--- src/local_config_params.svh ---
// offsets, field positions, reset values, bus commands and window sizes of the local configuration bank
`ifndef LOCAL_CONFIG_PARAMS_SVH
`define LOCAL_CONFIG_PARAMS_SVH

// ************ register offsets ************
`define OFS_MODE_ARBITRATION 8'h08
`define OFS_BYTE_ORDER 8'h0C
`define OFS_INT_CTRL_STATUS 8'h68
`define OFS_CORE_FEATURE_REV 8'h74
`define OFS_DMA0_MODE 8'h80
`define OFS_DMA0_HOST_ADDR 8'h84
`define OFS_DMA0_LOCAL_ADDR 8'h88
`define OFS_DMA0_BYTE_COUNT 8'h8C
`define OFS_DMA0_DESC_PTR 8'h90
`define OFS_DMA0_CTRL_STATUS 8'hA8
`define OFS_MODE_ARB_ALIAS 8'hAC
`define OFS_DMA0_UPPER_ADDR 8'hB4
`define OFS_PIO_ADDR_RANGE 8'hF0
`define OFS_PIO_BASE_REMAP 8'hF4

// ************ field positions ************
`define BIT_DELAYED_READ 24
`define BIT_PIO_BIG_ENDIAN 5
`define BIT_DMA0_BIG_ENDIAN 7
`define BIT_GLOBAL_INT_EN 8
`define BIT_LOCAL_INT_EN 11
`define BIT_LOCAL_INT_ACTIVE 15
`define BIT_DMA0_INT_EN 18
`define BIT_DMA0_INT_ACTIVE 21
`define BIT_DMA0_SG_MODE 9
`define BIT_DMA0_DONE 4
`define DMA0_CSR_CTRL_MASK 32'h0000000F
`define DMA0_COUNT_MASK 32'h007FFFFF

// ************ reset and fixed values ************
`define MODE_ARB_FIXED 32'h02040000
`define INT_CSR_FIXED 32'h0F010000
`define DMA0_MODE_FIXED 32'h00020583
`define INT_PIN_CODE 8'h01

// ************ bus commands and window sizes ************
`define CMD_IO_READ 4'h2
`define CMD_IO_WRITE 4'h3
`define CMD_MEM_READ 4'h6
`define CMD_MEM_WRITE 4'h7
`define MEM_WINDOW_BITS 9
`define IO_WINDOW_BITS 8

`endif

--- src/local_config_pkg.sv ---
// types of the local configuration bank
`default_nettype none
package local_config_pkg;
  typedef enum logic [2:0] {
    S_IDLE = 3'b000,
    S_CLAIM = 3'b001,
    S_XFER = 3'b010,
    S_RETRY = 3'b011,
    S_TURN = 3'b100
  } target_state_t;
  typedef logic [31:0] word_t;
endpackage : local_config_pkg
`default_nettype wire

--- src/local_config_interrupt_regs.sv ---
// local configuration and interrupt register bank, host bus target side
`include "local_config_params.svh"
`default_nettype none
module local_config_interrupt_regs #(
  parameter logic [7:0] CORE_REVISION = 8'h01,
  parameter logic [31:0] PIO_RANGE_VALUE = 32'hFF000000
) (
  input wire logic clock,
  input wire logic rstn,
  input wire logic [31:0] bar0_base,
  input wire logic [31:0] bar1_base,
  input wire logic frame_n,
  input wire logic irdy_n,
  input wire logic [3:0] cbe_n,
  input wire logic [31:0] ad_i,
  output logic [31:0] ad_o,
  output logic ad_oe,
  output logic trdy_n_o,
  output logic trdy_oe,
  output logic devsel_n_o,
  output logic devsel_oe,
  output logic stop_n_o,
  output logic stop_oe,
  output logic inta_n_o,
  output logic inta_oe,
  output logic [7:0] interrupt_pin_code,
  input wire logic local_interrupt_input_n,
  input wire logic dma0_done,
  output logic pio_big_endian,
  output logic dma0_big_endian,
  output logic [31:0] pio_base_remap
);
  import local_config_pkg::*;

  // ************ helpers ************
  function automatic word_t merge_bytes(input word_t old_w, input word_t new_w, input logic [3:0] be_n);
    word_t r;
    r = old_w;
    for (int i = 0; i < 4; i++) begin
      if (!be_n[i]) begin
        r[i*8 +: 8] = new_w[i*8 +: 8];
      end
    end
    return r;
  endfunction : merge_bytes

  // ************ state ************
  target_state_t state_r;
  logic is_write_r;
  logic [7:0] ofs_r;
  logic delayed_read_r;
  logic global_en_r;
  logic local_en_r;
  logic dma0_en_r;
  logic dma0_done_r;
  logic [3:0] dma0_ctrl_r;
  logic dma0_sg_r;
  word_t dma0_host_addr_r;
  word_t dma0_local_addr_r;
  word_t dma0_count_r;
  word_t dma0_desc_r;
  word_t dma0_upper_r;
  logic lint_meta_r;
  logic lint_sync_r;
  logic pend_valid_r;
  logic pend_ready_r;
  logic [7:0] pend_ofs_r;
  word_t pend_data_r;
  logic [3:0] cmd;
  logic mem_hit;
  logic io_hit;
  logic wr_now;
  logic dma0_clear;
  word_t rd_word;

  // ************ decode ************
  assign cmd = cbe_n;
  assign mem_hit = ((cmd == `CMD_MEM_READ) || (cmd == `CMD_MEM_WRITE)) &&
                   (ad_i[31:`MEM_WINDOW_BITS] == bar0_base[31:`MEM_WINDOW_BITS]);
  assign io_hit = ((cmd == `CMD_IO_READ) || (cmd == `CMD_IO_WRITE)) &&
                  (ad_i[31:`IO_WINDOW_BITS] == bar1_base[31:`IO_WINDOW_BITS]);
  assign wr_now = (state_r == S_XFER) && is_write_r && !irdy_n;

  // read mux; upper half of the memory window reads zero
  always_comb begin
    rd_word = 32'h00000000;
    case (ofs_r)
      `OFS_MODE_ARBITRATION, `OFS_MODE_ARB_ALIAS: begin
        rd_word = `MODE_ARB_FIXED;
        rd_word[`BIT_DELAYED_READ] = delayed_read_r;
      end
      `OFS_BYTE_ORDER: begin
        rd_word[`BIT_PIO_BIG_ENDIAN] = pio_big_endian;
        rd_word[`BIT_DMA0_BIG_ENDIAN] = dma0_big_endian;
      end
      `OFS_INT_CTRL_STATUS: begin
        rd_word = `INT_CSR_FIXED;
        rd_word[`BIT_GLOBAL_INT_EN] = global_en_r;
        rd_word[`BIT_LOCAL_INT_EN] = local_en_r;
        rd_word[`BIT_LOCAL_INT_ACTIVE] = lint_sync_r;
        rd_word[`BIT_DMA0_INT_EN] = dma0_en_r;
        rd_word[`BIT_DMA0_INT_ACTIVE] = dma0_done_r;
      end
      `OFS_CORE_FEATURE_REV: begin
        rd_word[7:0] = CORE_REVISION;
      end
      `OFS_DMA0_MODE: begin
        rd_word = `DMA0_MODE_FIXED;
        rd_word[`BIT_DMA0_SG_MODE] = dma0_sg_r;
      end
      `OFS_DMA0_HOST_ADDR: begin
        rd_word = dma0_host_addr_r;
      end
      `OFS_DMA0_LOCAL_ADDR: begin
        rd_word = dma0_local_addr_r;
      end
      `OFS_DMA0_BYTE_COUNT: begin
        rd_word = dma0_count_r;
      end
      `OFS_DMA0_DESC_PTR: begin
        rd_word = dma0_desc_r;
      end
      `OFS_DMA0_CTRL_STATUS: begin
        rd_word[3:0] = dma0_ctrl_r;
        rd_word[`BIT_DMA0_DONE] = dma0_done_r;
      end
      `OFS_DMA0_UPPER_ADDR: begin
        rd_word = dma0_upper_r;
      end
      `OFS_PIO_ADDR_RANGE: begin
        rd_word = PIO_RANGE_VALUE;
      end
      `OFS_PIO_BASE_REMAP: begin
        rd_word = pio_base_remap;
      end
      default: begin
        rd_word = 32'h00000000;
      end
    endcase
  end

  // ************ target sequencer ************
  always_ff @(posedge clock or negedge rstn) begin
    if (!rstn) begin
      state_r <= S_IDLE;
      is_write_r <= 1'b0;
      ofs_r <= 8'h00;
      ad_o <= 32'h00000000;
      ad_oe <= 1'b0;
      trdy_n_o <= 1'b1;
      trdy_oe <= 1'b0;
      devsel_n_o <= 1'b1;
      devsel_oe <= 1'b0;
      stop_n_o <= 1'b1;
      stop_oe <= 1'b0;
    end else begin
      case (state_r)
        S_IDLE: begin
          if (!frame_n && (mem_hit || io_hit)) begin
            is_write_r <= cmd[0];
            ofs_r <= (ad_i[8] && mem_hit) ? 8'hFF : {ad_i[7:2], 2'b00};
            devsel_n_o <= 1'b0;
            devsel_oe <= 1'b1;
            trdy_oe <= 1'b1;
            stop_oe <= 1'b1;
            state_r <= S_CLAIM;
          end
        end
        S_CLAIM: begin
          if (!is_write_r && delayed_read_r && !(pend_ready_r && pend_ofs_r == ofs_r)) begin
            stop_n_o <= 1'b0;
            state_r <= S_RETRY;
          end else begin
            ad_o <= (!is_write_r && delayed_read_r) ? pend_data_r : rd_word;
            ad_oe <= !is_write_r;
            trdy_n_o <= 1'b0;
            stop_n_o <= 1'b0;
            state_r <= S_XFER;
          end
        end
        S_XFER: begin
          if (!irdy_n) begin
            trdy_n_o <= 1'b1;
            devsel_n_o <= 1'b1;
            stop_n_o <= 1'b1;
            ad_oe <= 1'b0;
            state_r <= S_TURN;
          end
        end
        S_RETRY: begin
          if (frame_n) begin
            devsel_n_o <= 1'b1;
            stop_n_o <= 1'b1;
            state_r <= S_TURN;
          end
        end
        S_TURN: begin
          trdy_oe <= 1'b0;
          devsel_oe <= 1'b0;
          stop_oe <= 1'b0;
          state_r <= S_IDLE;
        end
        default: begin
          state_r <= S_IDLE;
        end
      endcase
    end
  end

  // ************ delayed read fetch ************
  always_ff @(posedge clock or negedge rstn) begin
    if (!rstn) begin
      pend_valid_r <= 1'b0;
      pend_ready_r <= 1'b0;
      pend_ofs_r <= 8'h00;
      pend_data_r <= 32'h00000000;
    end else if (state_r == S_CLAIM && !is_write_r && delayed_read_r) begin
      if (pend_ready_r && pend_ofs_r == ofs_r) begin
        pend_valid_r <= 1'b0;
        pend_ready_r <= 1'b0;
      end else if (!pend_valid_r) begin
        pend_valid_r <= 1'b1;
        pend_ofs_r <= ofs_r;
      end
    end else if (pend_valid_r && !pend_ready_r) begin
      pend_data_r <= rd_word;
      pend_ready_r <= 1'b1;
    end else if (!delayed_read_r) begin
      pend_valid_r <= 1'b0;
      pend_ready_r <= 1'b0;
    end
  end

  // ************ mode and byte order ************
  always_ff @(posedge clock or negedge rstn) begin
    if (!rstn) begin
      delayed_read_r <= 1'b0;
      pio_big_endian <= 1'b0;
      dma0_big_endian <= 1'b0;
    end else if (wr_now) begin
      if ((ofs_r == `OFS_MODE_ARBITRATION || ofs_r == `OFS_MODE_ARB_ALIAS) && !cbe_n[3]) begin
        delayed_read_r <= ad_i[`BIT_DELAYED_READ];
      end
      if (ofs_r == `OFS_BYTE_ORDER && !cbe_n[0]) begin
        pio_big_endian <= ad_i[`BIT_PIO_BIG_ENDIAN];
        dma0_big_endian <= ad_i[`BIT_DMA0_BIG_ENDIAN];
      end
    end
  end

  // ************ interrupt control ************
  always_ff @(posedge clock or negedge rstn) begin
    if (!rstn) begin
      global_en_r <= 1'b1;
      local_en_r <= 1'b0;
      dma0_en_r <= 1'b0;
    end else if (wr_now && ofs_r == `OFS_INT_CTRL_STATUS) begin
      if (!cbe_n[1]) begin
        global_en_r <= ad_i[`BIT_GLOBAL_INT_EN];
        local_en_r <= ad_i[`BIT_LOCAL_INT_EN];
      end
      if (!cbe_n[2]) begin
        dma0_en_r <= ad_i[`BIT_DMA0_INT_EN];
      end
    end
  end

  always_ff @(posedge clock or negedge rstn) begin
    if (!rstn) begin
      lint_meta_r <= 1'b0;
      lint_sync_r <= 1'b0;
    end else begin
      lint_meta_r <= !local_interrupt_input_n;
      lint_sync_r <= lint_meta_r;
    end
  end

  // dma done flag: set wins over the write-one clear
  assign dma0_clear = wr_now && ofs_r == `OFS_DMA0_CTRL_STATUS && !cbe_n[0] && ad_i[`BIT_DMA0_DONE];
  always_ff @(posedge clock or negedge rstn) begin
    if (!rstn) begin
      dma0_done_r <= 1'b0;
    end else if (dma0_done) begin
      dma0_done_r <= 1'b1;
    end else if (dma0_clear) begin
      dma0_done_r <= 1'b0;
    end
  end

  always_ff @(posedge clock or negedge rstn) begin
    if (!rstn) begin
      inta_n_o <= 1'b0;
      inta_oe <= 1'b0;
      interrupt_pin_code <= 8'h00;
    end else begin
      inta_n_o <= 1'b0;
      inta_oe <= global_en_r && ((local_en_r && lint_sync_r) || (dma0_en_r && dma0_done_r));
      interrupt_pin_code <= `INT_PIN_CODE;
    end
  end

  // ************ dma channel 0 and remap storage ************
  always_ff @(posedge clock or negedge rstn) begin
    if (!rstn) begin
      dma0_sg_r <= 1'b0;
      dma0_ctrl_r <= 4'h0;
      dma0_host_addr_r <= 32'h00000000;
      dma0_local_addr_r <= 32'h00000000;
      dma0_count_r <= 32'h00000000;
      dma0_desc_r <= 32'h00000000;
      dma0_upper_r <= 32'h00000000;
      pio_base_remap <= 32'h00000000;
    end else if (wr_now) begin
      case (ofs_r)
        `OFS_DMA0_MODE: begin
          if (!cbe_n[1]) begin
            dma0_sg_r <= ad_i[`BIT_DMA0_SG_MODE];
          end
        end
        `OFS_DMA0_CTRL_STATUS: begin
          if (!cbe_n[0]) begin
            dma0_ctrl_r <= ad_i[3:0];
          end
        end
        `OFS_DMA0_HOST_ADDR: begin
          dma0_host_addr_r <= merge_bytes(dma0_host_addr_r, ad_i, cbe_n);
        end
        `OFS_DMA0_LOCAL_ADDR: begin
          dma0_local_addr_r <= merge_bytes(dma0_local_addr_r, ad_i, cbe_n);
        end
        `OFS_DMA0_BYTE_COUNT: begin
          dma0_count_r <= merge_bytes(dma0_count_r, ad_i, cbe_n) & `DMA0_COUNT_MASK;
        end
        `OFS_DMA0_DESC_PTR: begin
          dma0_desc_r <= merge_bytes(dma0_desc_r, ad_i, cbe_n);
        end
        `OFS_DMA0_UPPER_ADDR: begin
          dma0_upper_r <= merge_bytes(dma0_upper_r, ad_i, cbe_n);
        end
        `OFS_PIO_BASE_REMAP: begin
          pio_base_remap <= merge_bytes(pio_base_remap, ad_i, cbe_n);
        end
        default: begin
        end
      endcase
    end
  end

endmodule : local_config_interrupt_regs
`default_nettype wire

--- config.mk ---
export PLATFORM = sky130hd
export DESIGN_NAME = local_config_interrupt_regs
export DESIGN_NICKNAME = d
export VERILOG_FILES = /design/src/local_config_pkg.sv /design/src/local_config_interrupt_regs.sv
export VERILOG_INCLUDE_DIRS = /design/src /design/src/src
export SDC_FILE = /design/constraint.sdc
export NUM_CORES = 1
export LEC_CHECK = 0
export BUFFER_PORTS_ARGS = -buffer_cell sky130_fd_sc_hd__buf_4
export CAP_MARGIN = 20
export CORE_ASPECT_RATIO = 1.4
export CORE_MARGIN = 4
export CORE_UTILIZATION = 55
export CTS_BUF_LIST = sky130_fd_sc_hd__clkbuf_4
export CTS_CLUSTER_SIZE = 40
export DETAILED_ROUTE_END_ITERATION = 16
export GPL_TIMING_DRIVEN = 0
export PLACE_DENSITY = 0.83
export SYNTH_ARGS = -nofsm -noshare
export SYNTH_HDL_FRONTEND = slang
export SYNTH_SLANG_ARGS = --single-unit
--- constraint.sdc ---
create_clock -name clock -period 2.7 [get_ports clock]
set_input_delay 0.54 -clock clock [delete_from_list [all_inputs] [get_ports clock]]
set_output_delay 0.54 -clock clock [all_outputs]
set_load 0.1 [all_outputs]
After elaboration in Yosys (flattened, before gate mapping)
Index checks and enable logic that the tools add are counted.
{"block": "classes", "addsub": 0, "multipliers": 0, "n_div": 0, "n_lt_le_gt_ge": 0, "n_eq_ne": 33, "shift": 0, "n_mux": 33, "bitwise": 8, "n_reduce_logical": 81}
{"op": "one-hot mux 24 bit (10 select lines)", "count": 1}
{"op": "AND reduction 3 bit", "count": 29}
{"op": "== test 8 bit (second input constant)", "count": 10}
{"op": "one-hot mux 5 bit (9 select lines)", "count": 1}
{"op": "2-to-1 mux 32 bit", "count": 1}
{"op": "== test 24 bit", "count": 1}
{"op": "== test 23 bit", "count": 1}
{"op": "logical AND 1 bit", "count": 21}
{"op": "AND reduction 2 bit", "count": 10}
{"op": "2-to-1 mux 1 bit", "count": 17}
{"op": "== test 8 x 4 -> 1 bit (second input constant)", "count": 2}
{"op": "== test 8 x 7 -> 1 bit (second input constant)", "count": 2}
{"op": "!= test 2 bit (second input constant)", "count": 6}
{"op": "one-hot mux 3 bit (4 select lines)", "count": 1}
{"op": "2-to-1 mux 3 bit", "count": 3}
{"op": "== test 4 x 2 -> 1 bit (second input constant)", "count": 2}
{"op": "== test 4 x 3 -> 1 bit (second input constant)", "count": 2}
{"op": "== test 8 bit", "count": 1}
{"op": "zero test 1 bit", "count": 8}
{"op": "2-to-1 mux 8 bit", "count": 1}
{"op": "NOT 1 bit", "count": 8}
{"op": "one-hot mux 1 bit (8 select lines)", "count": 1}
{"op": "one-hot mux 1 bit (7 select lines)", "count": 1}
{"op": "== test 3 x 2 -> 1 bit (second input constant)", "count": 2}
{"op": "other kinds (13)", "count": 23}
{"block": "totals", "register_bits": 290, "latchBits": 0, "ram_bits": 0, "romBits": 0, "output_inout_bits": 83, "n_memories": 0}

Logic depth before layout (Yosys ltp)
Gate-level depths: netlist (run 1).
{"block": "logic_depth", "depth_word": 8, "mapped_depth": 10, "ltp_nobuf": 6}

Least setup slack after synthesis (run 1)
OpenSTA, ideal clock, no wires.
{"block": "synth_timing", "kind": "input -> register", "startpoint": "input port ad_i[10]", "endpoint": "register is_write_r", "setup_time_ps": 125, "arrival_time_ps": 2326, "required_time_ps": 2575, "setup_slack_ps": 249, "stages": 7, "path_buffers": 1, "cell_sequence": "buf_2 -> xor2_1 -> nor4_2 -> nand4_1 -> or4_4 -> a21boi_4 -> mux2_4"}
{"block": "synth_via", "elab_chain_cells": 5, "elab_cells_between_ends": 7}
{"element": "start, declared", "line_no": "local_config_interrupt_regs.sv:15", "rtl": "input wire logic [31:0] ad_i,"}
{"element": "== test 24 bit or == test 23 bit (tied branches)", "line_no": "local_config_interrupt_regs.sv:81, local_config_interrupt_regs.sv:79"}
{"element": "logical AND 1 bit, on equally long branches", "line_no": "local_config_interrupt_regs.sv:80, local_config_interrupt_regs.sv:78"}
{"element": "logical OR 1 bit (*)", "line_no": "local_config_interrupt_regs.sv:159", "rtl": "if (!frame_n && (mem_hit || io_hit)) begin"}
{"element": "logical AND 1 bit (*)", "line_no": "local_config_interrupt_regs.sv:159"}
{"element": "AND reduction 2 bit (no line) (*)"}
{"element": "end signal, assigned", "line_no": "local_config_interrupt_regs.sv:160", "rtl": "is_write_r <= cmd[0];"}
{"element": "end, declared", "line_no": "local_config_interrupt_regs.sv:49", "rtl": "logic is_write_r;"}
Every way passes the cells marked *; elsewhere a longest branch is shown, timed or not.
A chain may end at the register's enable or synchronous reset.

Final worst setup path (run 1)
{"block": "layout_timing", "startpoint": "register ofs_r[2]", "endpoint": "register ad_o[30]"}
{"block": "layout_via", "elab_chain_cells": 6, "elab_cells_between_ends": 20}
{"element": "start, declared", "line_no": "local_config_interrupt_regs.sv:50", "rtl": "logic [7:0] ofs_r;"}
{"element": "start signal, assigned", "line_no": "local_config_interrupt_regs.sv:161", "rtl": "ofs_r <= (ad_i[8] && mem_hit) ? 8'hFF : {ad_i[7:2], 2'b00};"}
{"element": "parallel branches: the longest is 6 deep, another holds 2-to-1 mux 32 bit"}
{"element": "end signal, assigned", "line_no": "local_config_interrupt_regs.sv:174", "rtl": "ad_o <= (!is_write_r && delayed_read_r) ? pend_data_r : rd_word;"}
{"element": "end, declared", "line_no": "local_config_interrupt_regs.sv:16", "rtl": "output logic [31:0] ad_o,"}
Several ways; the timed one is not identified.

==> results of run 1 <==
-- final cells by class --
| type | instances | area (µm²) | area share (%) |
|---|---|---|---|
| Multi-Input combinational cell | 773 | 6389 | 38.42 |
| Antenna cell | 2 | 5.005 | 0.03010 |
| Clock inverter | 21 | 106.4 | 0.6395 |
| Timing Repair Buffer | 159 | 1309 | 7.870 |
| Clock buffer | 97 | 728.2 | 4.379 |
| Sequential cell | 288 | 7212 | 43.37 |
| Buffer | 87 | 456.7 | 2.746 |
| Tap cell | 315 | 394.1 | 2.370 |
| Inverter | 8 | 30.03 | 0.1806 |
-- worst paths after layout --
path,startpoint,end,slack (ps)
worst max-delay path,ofs_r[2],ad_o[30],-10
worst min-delay path,dma0_done,dma0_done_r,40
worst max register to register,ofs_r[2],ad_o[30],-10
worst min register to register,lint_meta_r,lint_sync_r,350
max in group asynchronous,rstn,pend_data_r[6],860
min in group asynchronous,rstn,dma0_local_addr_r[9],450
-- repair_timing --
item / in CTS / in global routing
hold endpoints to repair: 96 / 0
resized for setup: 36 / 32
setup buffers: 1 / 7
endpoints found under the setup margin: 117 / 153
hold buffers: 2 / 0
pin swaps: 2 / 6
-- worst register-to-register path, stage by stage, from the launching register on --
cell	delay [ps]
dfrtp_1	320
clkbuf_1	310
or3_1	170
clkbuf_1	360
nor3_4	140
buf_4	200
a2111oi_1	710
a211oi_1	180
a21o_1	190
-- placed cells by master, fill, tap and decap left out, drive strengths merged, types with 3 or more instances in the layout --
master / netlist / final
mux2: 225 / 225
nand3: 3 / 3
nand3b: 11 / 11
or4: 3 / 3
o21a: 4 / 4
or2: 7 / 7
o22a: 6 / 6
xnor2: 14 / 14
a221oi: 14 / 14
nor2b: 5 / 5
xor2: 40 / 40
nand2b: 11 / 11
conb: 2 / 9
clkbuf: 40 / 139
o21ai: 18 / 18
o2bb2ai: 3 / 3
a21oi: 42 / 42
clkinv: 0 / 17
a22oi: 19 / 19
dfstp: 4 / 4
a211oi: 31 / 31
a21o: 27 / 27
nor4: 14 / 14
a21boi: 4 / 4
a32o: 3 / 3
buf: 47 / 201
nand4: 5 / 5
nor2: 122 / 122
mux2i: 29 / 29
and3: 3 / 3
a2111oi: 8 / 8
o22ai: 10 / 10
nand2: 29 / 29
inv: 8 / 11
nor3: 21 / 21
dfrtp: 284 / 284
nor4b: 3 / 3
-- cell families after synthesis --
logic type	count (synthesis)	synth area share, %
xor+xnor	54	3.435
mux	255	20.70
compound gates	204	10.60
flops	288	52.38
simple gates	251	9.523
buf+inv	95	3.317
other cells	2	0.05454
-- flip-flops by register name, summed over array words and instances (netlist names), 4 cells and up --
signal and count:
pio_base_remap 32, dma0_desc_r 32, dma0_upper_r 32, pend_data_r 32
dma0_host_addr_r 32, dma0_ctrl_r 4, dma0_local_addr_r 32, ad_o 32
dma0_count_r 23, pend_ofs_r 7, ofs_r 7
-- layer usage --
layer	routed length, µm	part of all wire (%)	vias up	track usage [%]
met5	0	0	-	0
met4	2138	5.3	0	15.47
met3	3197	7.9	161	7.251
met2	20890	51	543	49.75
met1	14480	36	5361	34.17
li1	-	-	4668	-
-- through the flow --
stage                     utilization (%)  std cells
after floorplan                         -       1156
after global placement              61.98       1618
after detailed placement            62.24       1620
after CTS                           66.31       1741
after global routing                67.39       1749
final                               67.40       1750
-- power breakdown --
part / internal [mW] / switching (mW) / total, mW
logic: 0.244 / 0.618 / 0.862
registers: 4.36 / 0.0245 / 4.38
clock network: 1.75 / 1.73 / 3.48
==> flow_metrics.py, run 1 <==
metrics = {
    "yosys": {
        "yosysMostFrequentCell": "dfrtp_1",
        "syn_area_per_cell_um2": 11.98,
        "yosysSeqAreaShare_pct": 52.38,
        "synth_warnings": 0,
        "synth_edf_count": 0,
        "synth_top_area_cell": "dfrtp_1",
        "yosys-top-cells-area": "dfrtp_1, mux2_2, nor2_1, xor2_1, mux2i_1",
        "ys_types": 74,
        "syn_area_mm2": 0.01377,
        "synth_top_area_share_pct": 51.61,
        "async_reset_ff_share_pct": 100.0,
        "synth-main-ff-cell": "dfrtp_1",
        "synth_common_cells": "dfrtp_1, mux2_2, nor2_1",
        "synth-seq-cells": 288,
        "synthCells": 1149,
    },
    "sta": {
        "hold_viol": 0,
        "period_needed_ps": 2713,
        "period_share_pct": 100.5,
        "setup_slack_ps": -12.71,
        "rsz0062_at_grt": "yes",
        "clock_skew_ps": 49.10,
        "fmax_mhz": 368.6,
        "finalSetupViolations": 1,
        "slew_headroom_pct": 44.34,
        "final_max_slew_viol_count": 0,
        "setup_tns_ps": -12.71,
        "tightest_slew_ps": 829.3,
        "whs_ps": 39.71,
    },
    "cts": {
        "clk_latency_ps": 720,
        "cts_root_buf": "clkbuf_4",
        "cts_buffer_depth": 3,
        "cts_tree": "yes",
        "cts_made_buffers": 71,
        "clk_pin_slew_ps": 70,
        "cts_max_level": 3,
        "clock_sinks": 288,
    },
    "finish": {
        "drive_gt1_share_pct": 41.87,
        "n_fill_cell": 1875,
        "final_nets": 1494,
        "syn_to_final_growth_pct": 20.77,
        "fin_area_mm2": 0.01663,
    },
    "setup_path": {
        "start_kind": "flip-flop",
        "arrival_ps": 3290,
        "r2r_cells": 8,
        "end_kind": "flip-flop",
        "crit_top_cell": "clkbuf_1",
        "crit_cells": 8,
        "slowest_stage": "a2111oi_1",
        "worst-path-buf-inv": 3,
        "max_stage_delay_ps": 710,
        "path_class": "reg -> reg",
        "cp_max_fo": 8,
        "crit_family": "compound AO/OA/AOI/OAI gates",
        "path_cells": "clkbuf_1, or3_1, clkbuf_1, nor3_4, buf_4, a2111oi_1, a211oi_1, a21o_1",
        "required_ps": 3280,
    },
    "global_routing": {
        "grt_pass1_wl_um": 62700,
        "overflow": 0,
        "grt_max_degree": 113,
        "grt_usage_pct": 29.35,
        "grt_pass1_vias": 11200,
        "antenna_found_initial": 1,
    },
    "place": {
        "dp_slack_ps": -449.0,
        "gp_congestion": 0.9704,
        "io_buffers": 147,
        "dp.final_hpwl_um": 29170,
        "placed_area_mm2": 0.01536,
    },
    "floorplanning": {
        "num_io_pins": 189,
        "core.rowCount": 68,
        "die_area_mm2": 0.02767,
        "start_util_pct": 55.81,
        "chipWidth_um": 141.7,
        "die_height_um": 195.2,
        "coreArea_mm2": 0.02467,
    },
    "detailed_routing": {
        "drt_pass1_iterations": 7,
        "post_drt_via_cell_ratio": 6.133,
        "post-route-drc-count": 0,
        "routed_wl_um": 40710,
        "avgRoutedWirePerCell_um": 23.26,
        "drt_iter0_drc": 887,
        "ant_nets": 0,
        "vias": 10730,
    },
    "hold_path": {
        "whs_path_depth": 2,
        "hold_path.class": "in -> reg",
    },
    "power": {
        "p_leak_nw": 8.098,
        "power_density_mw_per_mm2": 524.6,
        "ir_worst_vdd_mv": 0.5258,
        "power_mw": 8.723,
    },
    "outcome": {
        "status": "finished, violations left",
        "violations": "setup timing",
    },
    "job": {
        "maxCapViolations": 0,
    },
}
(Power assumes the default switching activity.)
==> inputs of run 2 (changes only) <==
BUFFER_PORTS_ARGS = not set   (was -buffer_cell sky130_fd_sc_hd__buf_4)
DONT_BUFFER_PORTS = 1   (was not set)
PLACE_DENSITY = 0.76   (was 0.83)
==> run 2 against run 1 <==
The run ends with hold timing left. Flip-flop and latch count did not move. Clock skew barely moved. Worst setup slack improved by 36 ps. Clock power fell by 2%. Power fell by 3.0%. Wire length fell by 2.0%. Critical path depth did not move. Sequential share of layout area rose by 2.7 points. Non-clock buffer count fell by 127. Count of clock-buffer cells in the layout rose by 4. Utilization fell by 3.9 points. Cell area fell by 5.8%.
==> flow_metrics.py, run 2 (synthesis gave the netlist of run 1 again) <==
metrics = {
    "finish": {
        "stdcell_count": 1622,
        "layout.cells.most_common_list": "dfrtp_1, mux2_2, clkbuf_4, nor2_1, a21oi_1",
        "n_fill_cell": 1966,
        "drive_gt1_share_pct": 34.76,
        "final_common_cell": "dfrtp_1",
        "syn_to_final_growth_pct": 13.72,
        "post-route-util_pct": 63.46,
        "final_nets": 1367,
    },
    "detailed_routing": {
        "post_drt_via_cell_ratio": 6.169,
        "avgRoutedWirePerCell_um": 24.60,
        "routed_wl_um": 39910,
        "vias": 10010,
        "drt_iter0_drc": 876,
        "post-route-drc-count": 0,
        "ant_nets": 0,
        "drt_pass1_iterations": 5,
    },
    "floorplanning": {
        "die_area_mm2": 0.02767,
        "num_io_pins": 189,
        "chipWidth_um": 141.7,
        "die_height_um": 195.2,
        "start_util_pct": 55.81,
        "coreArea_mm2": 0.02467,
        "core.rowCount": 68,
    },
    "place": {
        "io_buffers": 0,
        "gp_congestion": 0.9565,
        "placedCellCount": 1471,
        "dp.final_hpwl_um": 28060,
    },
    "global_routing": {
        "grt_pass1_wl_um": 59920,
        "grt_max_degree": 289,
        "overflow": 0,
        "grt_usage_pct": 28.36,
        "grt_pass1_vias": 10250,
        "antenna_found_initial": 2,
    },
    "job": {
        "maxCapViolations": 0,
    },
    "outcome": {
        "violations": "hold timing",
        "status": "finished, violations left",
    },
    "sta": {
        "fmax_mhz": 373.6,
        "period_share_pct": 99.13,
        "period_needed_ps": 2677,
        "final_max_slew_viol_count": 0,
        "hold_viol": 285,
        "finalSetupViolations": 0,
        "whs_ps": -430.1,
        "tightest_slew_ps": 1030,
        "slew_headroom_pct": 31.30,
        "clock_skew_ps": 49.48,
    },
    "setup_path": {
        "cp_max_fo": 10,
        "r2r_cells": 8,
        "path_class": "reg -> reg",
        "slowest_stage": "dfrtp_1",
        "path_cells": "or3b_1, clkbuf_1, nor3_4, clkbuf_4, a221oi_2, buf_4, a211oi_1, a21o_1",
        "arrival_ps": 3270,
        "end_kind": "flip-flop",
        "required_ps": 3290,
        "max_stage_delay_ps": 460,
        "worst-path-buf-inv": 3,
        "crit_family": "simple AND/OR/NAND/NOR gates",
        "reg2reg_setup_slack_ps": 20,
        "r2r-start": "ofs_r[5]",
        "r2r_end": "ad_o[17]",
        "start_kind": "flip-flop",
    },
    "cts": {
        "clk_latency_ps": 690,
        "cts_root_buf": "clkbuf_4",
        "cts_max_level": 3,
        "clk_pin_slew_ps": 70,
        "cts_buffer_depth": 3,
        "cts_made_buffers": 71,
        "cts_tree": "yes",
        "clock_sinks": 288,
    },
    "power": {
        "power_density_mw_per_mm2": 540.2,
        "p_leak_nw": 7.406,
        "ir_worst_vdd_mv": 0.3343,
    },
    "hold_path": {
        "hold_path.class": "in -> async",
    },
}
## run 2: cell types whose count changed in the layout (fill, tap and decap cells not counted), sizes merged, moves of 4 or more
cell | previous run | this run
dlygate4sd3 | 2 | 25
clkinv | 17 | 13
buf | 201 | 47
clkbuf | 139 | 147
## run 2: stage by stage
stage	worst slack (ps)	TNS [ps]	instance area (µm²)	total power, mW
4_1_cts	-27.70	-119.1	15360	8.503
2_1_floorplan	249.2	0	13800	4.954
3_3_place_gp	-475.4	-18620	14190	5.063
3_5_place_dp	-485.7	-23780	14190	5.071
6_report	23.45	0	15660	8.459
5_1_grt	-3.610	-3.610	15660	8.830
## run 2: worst max path at each step
stage / cells after the start / start / to
2_1_floorplan: 7 / ad_i[10] / is_write_r
4_1_cts: 6 / ofs_r[5] / dma0_host_addr_r[6]
5_1_grt: 8 / ofs_r[5] / ad_o[17]
6_report: 8 / ofs_r[5] / ad_o[17]
3_3_place_gp: 7 / ofs_r[3] / ad_o[9]
3_5_place_dp: 7 / ofs_r[3] / ad_o[9]
## run 2: layer usage
| metal | vias up | global-route usage, % | part of all wire [%] |
|---|---|---|---|
| li1 | 4408 | - | - |
| met3 | 98 | 6.737 | 8.2 |
| met2 | 473 | 48.72 | 51 |
| met1 | 5025 | 34.27 | 37 |
| met5 | - | 0 | 0.048 |
| met4 | 2 | 11.27 | 3.9 |
## run 2: what timing repair did
action | in CTS | in global routing
pin swaps | 0 | 6
setup endpoints to repair | 189 | 153
endpoints found under the hold margin | 342 | 298
resized for setup | 36 | 34
hold buffers | 19 | 6
buffers inserted | 1 | 6
## run 2: final cells by class
cell class	instances	area, µm²	area share [%]
Antenna cell	1	2.502	0.01598
Buffer	87	459.2	2.932
Clock buffer	101	758.2	4.842
Clock inverter	17	63.81	0.4075
Inverter	8	30.03	0.1918
Multi-Input combinational cell	773	6374	40.70
Sequential cell	288	7212	46.06
Tap cell	315	394.1	2.517
Timing Repair Buffer	32	365.4	2.333
## run 2: worst register-to-register path, stage by stage, from the launching register on
cell and delay (ps):
dfrtp_1 460, or3b_1 430, clkbuf_1 200, nor3_4 390, clkbuf_4 370, a221oi_2 120
buf_4 190, a211oi_1 300, a21o_1 120
## run 2: power by group
group	switching [mW]	internal, mW	leakage, nW
combinational	0.336	0.169	2.91
clock	1.71	1.71	0.502
sequential	0.177	4.36	3.99
